**src/rtl/ecs_pkg.sv**
```systemverilog
// constants, vectors and types for the exception check sequencer
// assumes a 32-bit core; vector numbers are 8 bits wide
package ecs_pkg;
  // ----------------------------------------------------------------
  // exception vectors
  // ----------------------------------------------------------------
  typedef logic [7:0] ecs_vec_t;
  localparam ecs_vec_t VEC_DEBUG = 8'h01;
  localparam ecs_vec_t VEC_NMI = 8'h02;
  localparam ecs_vec_t VEC_BAD_OP = 8'h06;
  localparam ecs_vec_t VEC_NO_COPROC = 8'h07;
  localparam ecs_vec_t VEC_DOUBLE = 8'h08;
  localparam ecs_vec_t VEC_BAD_TSS = 8'h0a;
  localparam ecs_vec_t VEC_SEG_ABSENT = 8'h0b;
  localparam ecs_vec_t VEC_STACK = 8'h0c;
  localparam ecs_vec_t VEC_GEN_PROT = 8'h0d;
  localparam ecs_vec_t VEC_PAGE = 8'h0e;
  localparam ecs_vec_t VEC_COPROC_ERR = 8'h10;
  // longest legal instruction in bytes
  localparam logic [4:0] MAX_INSN_BYTES = 5'h0f;

  // ----------------------------------------------------------------
  // register map and fields
  // ----------------------------------------------------------------
  localparam logic [7:0] REG_CTRL = 8'h00;
  localparam logic [7:0] REG_STATUS = 8'h04;
  localparam logic [7:0] REG_FP_IADDR = 8'h08;
  localparam logic [7:0] REG_FP_DADDR = 8'h0c;
  localparam int unsigned CTRL_W = 5;
  localparam int unsigned CTRL_PE = 0;
  localparam int unsigned CTRL_MP = 1;
  localparam int unsigned CTRL_EM = 2;
  localparam int unsigned CTRL_TS = 3;
  localparam int unsigned CTRL_V86 = 4;
  localparam logic [CTRL_W-1:0] CTRL_RESET = 5'h00;
  localparam int unsigned STAT_CERR = 8;
  localparam int unsigned STAT_STATE = 9;

  // ----------------------------------------------------------------
  // enumerations
  // ----------------------------------------------------------------
  typedef enum logic [2:0] {
    ECS_RUN = 3'b001,
    ECS_INV_SEG = 3'b010,
    ECS_INV_PF = 3'b100
  } ecs_state_e;

  typedef enum logic [2:0] {
    LF_OTHER = 3'h0,
    LF_BIT_MEM = 3'h1,
    LF_XCHG_MEM = 3'h2,
    LF_ALU_MEM = 3'h3,
    LF_UNARY_MEM = 3'h4
  } ecs_lock_form_e;

  // segment-class vectors that arm the double-fault watch
  function automatic logic ecs_is_seg_vec(input ecs_vec_t v);
    ecs_is_seg_vec = (v == VEC_BAD_TSS) || (v == VEC_SEG_ABSENT) ||
                     (v == VEC_STACK) || (v == VEC_GEN_PROT);
  endfunction
endpackage

```
**src/rtl/ecs_lock_if.sv**
```systemverilog
// carrier between the sequencer and its bus-lock legality checker
// assumes both ends sit in the same clock domain; content is combinational
`timescale 1ns/10ps
`default_nettype none
interface ecs_lock_if;
  import ecs_pkg::*;
  logic lock_prefix;
  logic rep_prefix;
  ecs_lock_form_e lock_form;
  logic lock_bad;
  modport chk (input lock_prefix, input rep_prefix, input lock_form, output lock_bad);
  modport user (output lock_prefix, output rep_prefix, output lock_form, input lock_bad);
endinterface
`default_nettype wire

```
**src/rtl/ecs_exception_check.sv**
```systemverilog
// exception check sequencer: picks one vector per check point
// assumes decode, fetch and memory units report faults as levels
// beside the check strobes, synchronous to sys_clk
//
// What this block does
// - nmi beats maskable interrupt at the same boundary.
// - one exception per execution attempt; others appear on retry.
// - faults leave state so the instruction restarts from its start.
// - first check is debug traps from the finished instruction.
// - second check is instruction breakpoint fault on the next one.
// - third check samples nmi and maskable interrupt requests.
// - fourth, fetch segmentation faults give vector 11 or 13.
// - fifth, fetch page faults give vector 14.
// - sixth, decode faults give vector 6 or 13.
// - wait op with task switched and monitor set gives vector 7.
// - coprocessor op with soft float or task switched gives 7.
// - coprocessor op, bar no-wait control forms, then gives 16 on coprocessor error status.
// - per memory reference, segment faults before page faults.
// - checks repeat every instruction, alongside decode and execute.
// - fault while invoking 10 to 13, not a page fault, gives 8.
// - fault while invoking 14, not a page fault, gives 8.
// - numeric operand past its limit gives 13, instruction unexecuted.
// - 16 only from coprocessor or wait ops; addresses latched.
// - reset enters real mode with 16-bit default operands.
// - lock on any form but memory read-modify-write gives 6.
// - lock on repeated string instructions is rejected.
// - lock legality ignores privilege level.
`timescale 1ns/10ps
`default_nettype none
module ecs_exception_check #(
  parameter int unsigned ADDR_W = 32
) (
  // clock and reset
  input wire logic sys_clk,
  input wire logic rst_n,
  // register port
  input wire logic [7:0] reg_addr,
  input wire logic [31:0] reg_wdata,
  input wire logic reg_wr,
  input wire logic reg_rd,
  output logic [31:0] reg_rdata,
  // check strobes
  input wire logic bnd_chk,
  input wire logic mem_chk,
  // debug and interrupts
  input wire logic single_step_trap,
  input wire logic data_bkpt_hit,
  input wire logic exec_bkpt_hit,
  input wire logic nmi_req,
  input wire logic maskable_irq_input,
  input wire logic irq_enable_flag,
  input wire logic [7:0] irq_vector,
  // fetch and decode
  input wire logic fetch_seg_fault,
  input wire logic fetch_seg_absent,
  input wire logic fetch_page_fault,
  input wire logic illegal_opcode,
  input wire logic prot_only_op,
  input wire logic [4:0] insn_len,
  input wire logic priv_violation,
  input wire logic lock_prefix,
  input wire logic rep_prefix,
  input wire ecs_pkg::ecs_lock_form_e lock_form,
  input wire logic cs_big_seg,
  // coprocessor
  input wire logic is_wait_op,
  input wire logic is_coproc_op,
  input wire logic coproc_initialise_op,
  input wire logic coproc_clear_exc_op,
  input wire logic coproc_store_status_op,
  input wire logic coproc_store_env_op,
  input wire logic coproc_save_state_op,
  input wire logic fp_unmasked_exc,
  input wire logic [ADDR_W-1:0] fp_iaddr_in,
  input wire logic [ADDR_W-1:0] fp_daddr_in,
  // memory reference
  input wire logic fp_operand_overrun,
  input wire logic mem_seg_fault,
  input wire ecs_pkg::ecs_vec_t mem_seg_vec,
  input wire logic mem_page_fault,
  // handler invocation
  input wire logic inv_fault,
  input wire ecs_pkg::ecs_vec_t inv_fault_vec,
  input wire logic inv_done,
  // exception out
  output logic exc_valid,
  output ecs_pkg::ecs_vec_t exc_vector,
  output logic exc_restart,
  output logic exc_double,
  output logic squash,
  output logic op32_default
);
  import ecs_pkg::*;

  // ----------------------------------------------------------------
  // state
  // ----------------------------------------------------------------
  logic [CTRL_W-1:0] ctrl;
  ecs_state_e state;
  ecs_state_e next_state;
  logic attempt_faulted;
  logic coproc_err;
  logic [ADDR_W-1:0] fp_iaddr;
  logic [ADDR_W-1:0] fp_daddr;

  wire pe = ctrl[CTRL_PE];
  wire mp = ctrl[CTRL_MP];
  wire em = ctrl[CTRL_EM];
  wire ts = ctrl[CTRL_TS];
  wire v86 = ctrl[CTRL_V86];
  wire running = (state == ECS_RUN);

  // ----------------------------------------------------------------
  // lock legality
  // ----------------------------------------------------------------
  ecs_lock_if lk ();
  assign lk.lock_prefix = lock_prefix;
  assign lk.rep_prefix = rep_prefix;
  assign lk.lock_form = lock_form;

  ecs_lock_check u_lock (
    .lk(lk)
  );

  // ----------------------------------------------------------------
  // boundary checks, in order
  // ----------------------------------------------------------------
  // levels evaluated every cycle, next to decode, not a serial pass
  wire t_trap = single_step_trap || data_bkpt_hit;
  wire t_xbkpt = exec_bkpt_hit;
  wire t_nmi = nmi_req;
  wire t_maskable_irq_input = maskable_irq_input && irq_enable_flag;
  wire t_fseg = fetch_seg_fault;
  wire t_fpage = fetch_page_fault;
  wire pre_dec = t_trap || t_xbkpt || t_nmi || t_maskable_irq_input || t_fseg || t_fpage;
  // protected-only ops are illegal outside plain protected mode
  wire t_badop = illegal_opcode || (prot_only_op && (!pe || v86)) ||
                 lk.lock_bad;
  wire t_decgp = (insn_len > MAX_INSN_BYTES) || (priv_violation && pe);
  wire t_wait7 = is_wait_op && ts && mp;
  wire t_cop7 = is_coproc_op && (em || ts);
  // no-wait control forms never report a pending numeric error
  wire cop_exempt = coproc_initialise_op || coproc_clear_exc_op ||
                    coproc_store_status_op || coproc_store_env_op ||
                    coproc_save_state_op;
  wire t_cerr = coproc_err && (is_wait_op ||
                (is_coproc_op && !cop_exempt));
  wire pre_cop = pre_dec || t_badop || t_decgp;

  // first failing check alone sets the vector
  wire bnd_any = pre_cop || t_wait7 || t_cop7 || t_cerr;
  wire ecs_vec_t fseg_vec = fetch_seg_absent ? VEC_SEG_ABSENT : VEC_GEN_PROT;
  wire ecs_vec_t bnd_vec =
    t_trap ? VEC_DEBUG :
    t_xbkpt ? VEC_DEBUG :
    t_nmi ? VEC_NMI :
    t_maskable_irq_input ? irq_vector :
    t_fseg ? fseg_vec :
    t_fpage ? VEC_PAGE :
    t_badop ? VEC_BAD_OP :
    t_decgp ? VEC_GEN_PROT :
    (t_wait7 || t_cop7) ? VEC_NO_COPROC :
    VEC_COPROC_ERR;
  // traps and interrupts point past the instruction; faults at it
  wire bnd_restart = !(t_trap || (!t_xbkpt && (t_nmi || t_maskable_irq_input)));

  // ----------------------------------------------------------------
  // memory reference checks
  // ----------------------------------------------------------------
  // segmentation sits above paging, so it is checked first
  wire mem_any = fp_operand_overrun || mem_seg_fault || mem_page_fault;
  wire ecs_vec_t mem_vec =
    fp_operand_overrun ? VEC_GEN_PROT :
    mem_seg_fault ? mem_seg_vec :
    VEC_PAGE;

  // ----------------------------------------------------------------
  // selection and escalation
  // ----------------------------------------------------------------
  // later references of a failed attempt are ignored until retry
  wire take_bnd = running && bnd_chk && bnd_any;
  wire take_mem = running && !bnd_chk && mem_chk && !attempt_faulted &&
                  mem_any;
  wire take_inv = !running && inv_fault;
  // a page fault may still be taken while invoking a segment handler
  wire esc_dbl = take_inv && (inv_fault_vec != VEC_PAGE);
  wire take_any = take_bnd || take_mem || take_inv;
  wire ecs_vec_t next_vec =
    esc_dbl ? VEC_DOUBLE :
    take_inv ? inv_fault_vec :
    take_bnd ? bnd_vec :
    mem_vec;
  wire next_restart = take_bnd ? bnd_restart : 1'b1;
  // execution must not retire while a fault is pending this cycle
  assign squash = take_any && next_restart;

  // ----------------------------------------------------------------
  // invocation tracking
  // ----------------------------------------------------------------
  // double fault handler itself is not watched; shutdown is elsewhere
  always_comb begin
    next_state = state;
    unique case (state)
      ECS_RUN: begin
        if (take_any && ecs_is_seg_vec(next_vec)) begin
          next_state = ECS_INV_SEG;
        end else if (take_any && next_vec == VEC_PAGE) begin
          next_state = ECS_INV_PF;
        end
      end
      ECS_INV_SEG, ECS_INV_PF: begin
        if (esc_dbl || inv_done) begin
          next_state = ECS_RUN;
        end else if (take_inv) begin
          next_state = ECS_INV_PF;
        end
      end
    endcase
  end

  always_ff @(posedge sys_clk) begin
    if (!rst_n) begin
      state <= ECS_RUN;
    end else begin
      state <= next_state;
    end
  end

  // ----------------------------------------------------------------
  // exception outputs
  // ----------------------------------------------------------------
  always_ff @(posedge sys_clk) begin
    if (!rst_n) begin
      exc_valid <= 1'b0;
      exc_vector <= 8'h00;
      exc_restart <= 1'b0;
      exc_double <= 1'b0;
    end else begin
      exc_valid <= take_any;
      exc_vector <= take_any ? next_vec : exc_vector;
      exc_restart <= take_any ? next_restart : exc_restart;
      exc_double <= take_any ? esc_dbl : exc_double;
    end
  end

  // one report per attempt; a new boundary check opens a new attempt
  always_ff @(posedge sys_clk) begin
    if (!rst_n) begin
      attempt_faulted <= 1'b0;
    end else if (take_bnd || take_mem) begin
      attempt_faulted <= 1'b1;
    end else if (bnd_chk) begin
      attempt_faulted <= 1'b0;
    end
  end

  // ----------------------------------------------------------------
  // numeric error status
  // ----------------------------------------------------------------
  // set wins over clear so a fresh error is never dropped
  wire cerr_clear = bnd_chk && (coproc_initialise_op || coproc_clear_exc_op);
  always_ff @(posedge sys_clk) begin
    if (!rst_n) begin
      coproc_err <= 1'b0;
      fp_iaddr <= '0;
      fp_daddr <= '0;
    end else if (fp_unmasked_exc) begin
      coproc_err <= 1'b1;
      fp_iaddr <= fp_iaddr_in;
      fp_daddr <= fp_daddr_in;
    end else if (cerr_clear) begin
      coproc_err <= 1'b0;
    end
  end

  // ----------------------------------------------------------------
  // mode and registers
  // ----------------------------------------------------------------
  // reset clears protection enable: real mode, 16-bit operands
  always_ff @(posedge sys_clk) begin
    if (!rst_n) begin
      ctrl <= CTRL_RESET;
      op32_default <= 1'b0;
    end else begin
      if (reg_wr && reg_addr == REG_CTRL) begin
        ctrl <= reg_wdata[CTRL_W-1:0];
      end
      op32_default <= pe && !v86 && cs_big_seg;
    end
  end

  // read data lives for exactly one cycle; unmapped reads give zero
  wire [31:0] stat_word = {{(32 - STAT_STATE - 3){1'b0}}, state, coproc_err, exc_vector};
  wire [31:0] rd_mux =
    (reg_addr == REG_CTRL) ? {{(32 - CTRL_W){1'b0}}, ctrl} :
    (reg_addr == REG_STATUS) ? stat_word :
    (reg_addr == REG_FP_IADDR) ? 32'(fp_iaddr) :
    (reg_addr == REG_FP_DADDR) ? 32'(fp_daddr) :
    32'h0000_0000;
  always_ff @(posedge sys_clk) begin
    if (!rst_n) begin
      reg_rdata <= 32'h0000_0000;
    end else begin
      reg_rdata <= reg_rd ? rd_mux : 32'h0000_0000;
    end
  end
endmodule
`default_nettype wire

```
**src/rtl/ecs_lock_check.sv**
```systemverilog
// bus-lock prefix legality check for the decoded instruction
// assumes the decoder classifies the form and flags repeat prefixes
`timescale 1ns/10ps
`default_nettype none
module ecs_lock_check (
  // decoded prefix and form in, verdict out
  ecs_lock_if.chk lk
);
  import ecs_pkg::*;

  // ----------------------------------------------------------------
  // legal forms
  // ----------------------------------------------------------------
  // only memory-destination read-modify-write forms may be locked
  wire form_ok = (lk.lock_form == LF_BIT_MEM) || (lk.lock_form == LF_XCHG_MEM) ||
                 (lk.lock_form == LF_ALU_MEM) || (lk.lock_form == LF_UNARY_MEM);
  // repeats could stall mid-string on a page fault, so never lockable
  wire rep_bad = lk.rep_prefix;
  // no privilege term: lock is usable at any ring
  assign lk.lock_bad = lk.lock_prefix && (rep_bad || !form_ok);
endmodule
`default_nettype wire

```
**config.mk**
```make
export PLATFORM = sky130hd
export DESIGN_NAME = ecs_exception_check
export DESIGN_NICKNAME = d
export VERILOG_FILES = /design/src/rtl/ecs_pkg.sv /design/src/rtl/ecs_lock_if.sv /design/src/rtl/ecs_exception_check.sv /design/src/rtl/ecs_lock_check.sv
export SDC_FILE = /design/constraint.sdc
export NUM_CORES = 1
export LEC_CHECK = 0
export ABC_AREA = 1
export BUFFER_PORTS_ARGS = -buffer_cell sky130_fd_sc_hd__buf_2
export CAP_MARGIN = 20
export CELL_PAD_IN_SITES_DETAIL_PLACEMENT = 0
export CELL_PAD_IN_SITES_GLOBAL_PLACEMENT = 2
export CORE_MARGIN = 4
export CORE_UTILIZATION = 24
export DETAILED_ROUTE_END_ITERATION = 10
export GPL_TIMING_DRIVEN = 0
export HOLD_SLACK_MARGIN = 0.08
export PLACE_DENSITY = 0.78
export RECOVER_POWER = 25
export REMOVE_ABC_BUFFERS = 1
export SLEW_MARGIN = 20
export SYNTH_ARGS = -nofsm -noshare
export SYNTH_HDL_FRONTEND = slang
export SYNTH_SLANG_ARGS = --single-unit
```
**constraint.sdc**
```tcl
create_clock -name sys_clk -period 2.8 [get_ports sys_clk]
set_clock_uncertainty 0.2 [all_clocks]
set_input_delay 0.14 -clock sys_clk [delete_from_list [all_inputs] [get_ports sys_clk]]
set_output_delay 0.14 -clock sys_clk [all_outputs]
set_load 0.01 [all_outputs]
```
======== Yosys cells after proc, flatten, opt, wreduce, memory -nomap -nowiden ========
Index checks and enable logic that the tools add are counted.
storage, ports and cells
  bits of input ports ..................... 170
  output and inout bits ................... 45
  register bits ........................... 118
  logic and storage cells ................. 142
operators by class
  multiplexer cells ....................... 29
  reductions and logical operators ........ 78
  bitwise logic cells ..................... 2
  $lt $le $gt $ge ......................... 1
  equality and inequality tests ........... 18
operator list
  cell                  number
  $mux W8               9
  $mux W32              2
  $eq A8 B4 Y1 const B  7
  $logic_or A1 B1 Y1    36
  $mux W5               6
  $logic_and A1 B1 Y1   25
  $mux W3               5
  $mux W12              1
  $eq A3 B2 Y1 const B  3
  $logic_not A1 Y1      9
  $eq A8 B3 Y1 const B  1
  $logic_not A8 Y1      1
  $ne A8 B4 Y1 const B  1
  $eq A3 B1 Y1 const B  2
  $eq A3 B3 Y1 const B  2
  $pmux W3 S2           1
  $gt A5 B4 Y1 const B  1
  $mux W1               5
  $reduce_and A2 Y1     2
  $reduce_bool A2 Y1    2
  $reduce_or A4 Y1      1
  $ne A3 B1 Y1 const B  1
  $ne A3 B3 Y1 const B  1
  $reduce_or A3 Y1      1
  2 further kinds       3

======== Longest topological paths before layout ========
  depth after elaboration ................. 25
  depth in mapped cells ................... 18
  mapped depth without buffers ............ 18

======== Modules after synthesis ========
A second synthesis with hierarchy kept.
second synthesis, totals
  cell total of the unflattened synthesis .. 682
  area, all modules ....................... 4872.2 um2
by module, submodules not included
  module               instances  area each (um2)  cells an instance  sequential area each (um2)
  ecs_exception_check  1          4839.6           674                2362.3
  ecs_lock_check       1          32.5             8                  0.0

======== Worst setup path before layout ========
No wires, ideal clock.
  kind .................................... reg2reg
  start ................................... register ctrl[3]
  end ..................................... register state[1]
  path slack .............................. 766 ps
  stages on the path, launching flop included .. 15
  data arrival time ....................... 1711 ps
  setup time .............................. 123 ps
  clock period less this slack ............ 2034 ps
  path buffers ............................ 0
  required time ........................... 2477 ps
  cell sequence ........................... dfxtp_1 -> inv_1 -> nand2_1 -> a21oi_1 -> nand3_1 -> o21bai_4 -> nand2_1 -> nand3_1 -> nand2_1 -> nor2_1 -> nand4_2 -> nand3_2 -> nand2_1 -> nand2_1 -> a21oi_1
between the ends
  longest elaborated chain between the ends .. 22
  elaborated cells on any way between the ends .. 37
  classes of those cells .................. 6 x eq/ne; 14 x mux; 17 x reduce/logical
ends and longest elaborated chain
  what                                                              RTL line                                                source
  start: declaration                                                ecs_exception_check.sv:98                               logic [CTRL_W-1:0] ctrl;
  start signal: assignment                                          ecs_exception_check.sv:286                              ctrl <= reg_wdata[CTRL_W-1:0];
  $logic_and A1 B1 Y1 / $logic_or A1 B1 Y1 (equally long branches)  ecs_exception_check.sv:140, ecs_exception_check.sv:141
  $logic_and A1 B1 Y1, on equally long branches                     ecs_exception_check.sv:140, ecs_exception_check.sv:141
  $logic_or A1 B1 Y1                                                ecs_exception_check.sv:162                              (t_wait7 || t_cop7) ? VEC_NO_COPROC :
  $mux W5                                                           ecs_exception_check.sv:162
  $mux W5                                                           ecs_exception_check.sv:161                              t_decgp ? VEC_GEN_PROT :
  $mux W5                                                           ecs_exception_check.sv:160                              t_badop ? VEC_BAD_OP :
  $mux W5                                                           ecs_exception_check.sv:159                              t_fpage ? VEC_PAGE :
  $mux W5                                                           ecs_exception_check.sv:158                              t_fseg ? fseg_vec :
  [... 5 more ...]                                                  -
  $mux W8                                                           ecs_exception_check.sv:190                              take_inv ? inv_fault_vec :
  $mux W8                                                           ecs_exception_check.sv:189                              esc_dbl ? VEC_DOUBLE :
  $eq A8 B4 Y1                                                      ecs_pkg.sv:58                                           ecs_is_seg_vec = (v == VEC_BAD_TSS) || (v == VEC_SEG_ABSENT) ||
  $logic_or A1 B1 Y1 (2 in series)                                  ecs_pkg.sv:58
  $logic_or A1 B1 Y1                                                ecs_pkg.sv:59                                           (v == VEC_STACK) || (v == VEC_GEN_PROT);
  $logic_and A1 B1 Y1                                               ecs_exception_check.sv:205                              if (take_any && ecs_is_seg_vec(next_vec)) begin
  $mux W3 / $ne A3 B1 Y1 (equally long branches)                    -
  $pmux W3 S2 / $reduce_and A2 Y1 (equally long branches)           -
  end signal: assignment                                            ecs_exception_check.sv:225                              state <= next_state;
  end: declaration                                                  ecs_exception_check.sv:99                               ecs_state_e state;
Several ways; a longest one is shown, not always the timed one.
A chain may end at the register's enable or synchronous reset.

======== Worst setup path in the final report ========
  start ................................... input port single_step_trap
  end ..................................... output port squash
between the ends
  longest elaborated chain between the ends .. 15
  elaborated cells on any way between the ends .. 18
  classes of those cells .................. 1 x mux; 17 x reduce/logical
ends and longest elaborated chain
  what                              RTL line                    source
  start: declaration                ecs_exception_check.sv:46   input wire logic single_step_trap,
  $logic_or A1 B1 Y1 (*)            ecs_exception_check.sv:129  wire t_trap = single_step_trap || data_bkpt_hit;
  $logic_or A1 B1 Y1 (5 in series)  ecs_exception_check.sv:135  wire pre_dec = t_trap || t_xbkpt || t_nmi || t_maskable_irq_input || t_fseg || t_fpage;
  $logic_or A1 B1 Y1 (2 in series)  ecs_exception_check.sv:148  wire pre_cop = pre_dec || t_badop || t_decgp;
  $logic_or A1 B1 Y1 (3 in series)  ecs_exception_check.sv:151  wire bnd_any = pre_cop || t_wait7 || t_cop7 || t_cerr;
  $logic_and A1 B1 Y1               ecs_exception_check.sv:181  wire take_bnd = running && bnd_chk && bnd_any;
  $logic_or A1 B1 Y1 (2 in series)  ecs_exception_check.sv:187  wire take_any = take_bnd || take_mem || take_inv;
  $logic_and A1 B1 Y1 (*)           ecs_exception_check.sv:195  assign squash = take_any && next_restart;
  end: declaration                  ecs_exception_check.sv:90   output logic squash,
Mark *: on every way between the ends. The rest lies on a longest branch, timed or not.

==> results.toml <==
[status]
status = "finished, final reports clean"

[detailed_routing]
firstDrtPassIters = 5
drt-wirelength-per-cell_um = 13.79
antenna_left = 0
drt_iter0_markers = 199
drc_errors = 0
viasPerCell = 4.317
num_vias = 5435
routed_wl_mm = 17.36

[grt]
overflow = 0
grt_antenna_before_repair = 0
grt_first_pass_wirelength_mm = 26.64
grt_max_degree = 81
grt_usage_pct = 14.95
grt_pass1_vias = 5302

[flow_run]
max_cap_viol_count = 0

[sta]
slew_headroom_pct = 31.20
max_slew.worst_pin.slew_ns = 1.029
setup_viol = 0
rsz0062_at_grt = "false"
slew_viol_final = 0
fin_crit_sh_pct = 97.74
fmax_mhz = 365.4
timing.final.ws_setup_ns = 0.06333
hold_violations = 0
tns_ns = 0
period_minus_slack_ns = 2.737

[cells_and_area]
utilization_pct = 38.27
seqCellArea_um2 = 2362
area_delta_synth_final_pct = 57.04
drive_gt1_share_pct = 20.53
antennaDiodeCount = 0
fillCellCount = 2178
nets = 1146
multi_input_area_um2 = 2238

[synthesis]
synth_fa_ha_area_share_pct = 0
synth_top_family_by_area = "simple AND/OR/NAND/NOR gates"
ys_seq_area_share_pct = 47.91
yosysWarnings = 0
synthSimpleGateAreaFrac_pct = 25.32
synth_mux_area_share_pct = 0
syn_avg_cell_area_um2 = 7.054
yosys.cell_types.count = 27
synthXorXnorAreaFrac_pct = 0
synth_compound_area_share_pct = 19.13
synthCells = 699
ys_ff_latch = 118
syn_area_um2 = 4931

[power_and_ir_drop]
irDropWorstVdd_mv = 0.4277
p_per_area_nw_per_um2 = 681.1
p_leak_nw = 3.441

[critical_path]
startpoint_type = "input port"
worstSetupPathType = "input port to output pin"
cp_max_fo = 2
critPathRequiredTime_ns = 2.46
crit_arrival_ns = 2.40
cp-end-kind = "output pin"
reg2regPathDepth = 14
r2r_start = "ctrl[0]$_SDFFE_PN0P_"
r2r_slack_ns = 0.33
r2r_end = "state[1]$_SDFFE_PN0P_"

[floorplan]
start_util_pct = 24.37
die_w_um = 151.3
rows = 52
die_y_um = 151.3
ios = 215
die-area_um2 = 22900
core_region_area_um2 = 20230

[clock_network]
clock-sinks = 118
clock_path_buffers = 2
h-tree-depth = 4
insertion_delay_ns = 0.41
cts.clk_slew.worst_paths_ns = 0.05
root_buffer = "clkbuf_16"
cts_tree = "built"
cts_buffers = 17

[hold_path]
hold_path_end = "exc_double$_SDFFE_PN0P_"
hp-class = "input port to flip-flop"
holdCritStartpoint = "mem_chk"
holdPathStages = 6

[placement]
place_congestion = 0.7887
place_hpwl_mm = 11.61
io_buffers = 183
pre_cts_ws_ns = -0.4587
[placed cells by master, fill, tap and decap left out, types with 7 or more instances in the layout]
master and n:
dfxtp_1 118, buf_2 143, nand2_1 122, a21oi_1 59
clkbuf_1 40, inv_1 60, clkbuf_16 17, dlygate4sd3_1 105
nor2_1 140, o21ai_0 90, nand4_1 7, nand3_1 19
o211ai_1 15
[cell families (layout without fill, tap and decap cells)]
| logic type | count (synthesis) | count (layout) |
|---|---|---|
| and+or+nand+nor | 306 | 306 |
| AOI/OAI and AO/OA | 175 | 175 |
| DFF | 118 | 118 |
| buffers and inverters | 100 | 390 |
[synth_stat cells]
library cell | n | area share (%)
nor2_1 | 141 | 11
nand2_1 | 124 | 9.4
dfxtp_1 | 118 | 48
o21ai_0 | 90 | 9.1
inv_1 | 62 | 4.7
a21oi_1 | 60 | 6.1
clkbuf_1 | 33 | 2.5
nand3_1 | 19 | 1.9
o211ai_1 | 15 | 2.3
nand4_1 | 7 | 0.89
o22ai_1 | 5 | 0.63
inv_2 | 3 | 0.23
nand2_2 | 3 | 0.38
nor2_2 | 3 | 0.38
nor4_1 | 3 | 0.38
nand3b_1 | 2 | 0.30
a21oi_2 | 1 | 0.18
buf_2 | 1 | 0.10
clkinv_1 | 1 | 0.076
nand3_2 | 1 | 0.20
nand4_2 | 1 | 0.25
nor2_4 | 1 | 0.23
nor3_2 | 1 | 0.20
o21ai_1 | 1 | 0.10
o21bai_1 | 1 | 0.15
o21bai_4 | 1 | 0.38
o221ai_1 | 1 | 0.18
[what timing repair did]
action | in CTS | in global routing
gates resized for setup | 3 | 6
endpoints found under the hold margin | 89 | 0
buffers inserted | 2 | 2
hold buffers | 105 | 0
endpoints found under the setup margin | 5 | 5
pin swaps | 1 | 2
[per-stage QoR]
stage	std cells	hold slack, ns	power (mW)	instance area [um^2]
floorplan	665	0.03763	2.505	4802
global placement	1118	0.1624	2.910	6056
detailed placement	1118	0.1663	2.908	6063
CTS	1257	0.09668	5.311	7736
global route	1259	0.1519	5.574	7744
finish	1259	0.09297	5.274	7744
[worst max-delay path by stage]
stage                     startpoint                  endpoint  slack, ns  depth (start not counted)
2_1_floorplan  state[2]$_SDFFE_PN0P_     state[1]$_SDFFE_PN0P_       0.72                         14
3_3_place_gp         fp_unmasked_exc  fp_daddr[5]$_SDFFE_PN0P_      -1.42                          4
3_5_place_dp                   rst_n  reg_rdata[20]$_SDFF_PP0_      -0.46                          5
4_1_cts             inv_fault_vec[0]     state[2]$_SDFFE_PN0P_       0.02                         11
5_1_grt         ctrl[0]$_SDFFE_PN0P_                    squash       0.01                         10
6_report            single_step_trap                    squash       0.06                         10
[critical path, cell delays in order]
cell,delay (ns)
dlygate4sd3_1,0.53
buf_2,0.13
nor2_2,0.09
dlygate4sd3_1,0.56
nand2_1,0.06
dlygate4sd3_1,0.56
nand2_1,0.07
nand2_1,0.07
inv_1,0.08
buf_2,0.13
[sequential cells by signal (all words and copies together) (netlist names)]
name,cells
exc_restart,1
exc_double,1
exc_vector,8
attempt_faulted,1
exc_valid,1
ctrl,5
op32_default,1
reg_rdata,32
fp_iaddr,32
state,3
fp_daddr,32
coproc_err,1
[power breakdown]
| group | internal, mW | switching [mW] |
|---|---|---|
| registers | 1.83 | 0.105 |
| clock network | 1.42 | 0.796 |
| logic | 0.487 | 0.641 |
| total | 3.73 | 1.54 |
[final cells by class]
type                       count  share of cell area, %
clock inverter                13                  2.004
inverter                      66                  3.312
sequential                   118                  30.51
multi-input combinational    481                  28.91
clock buffer                  19                  5.720
tap                          270                  4.363
timing repair buffer         292                  25.19
[per-layer routing]
layer / track usage (%) / vias to the layer above / wire, um
li1: - / 2822 / -
met5: 0 / - / 0
met4: 3.536 / 0 / 141
met1: 18.58 / 2501 / 7854
met2: 26.14 / 102 / 8615
met3: 3.501 / 10 / 747
(Power assumes the default switching activity.)
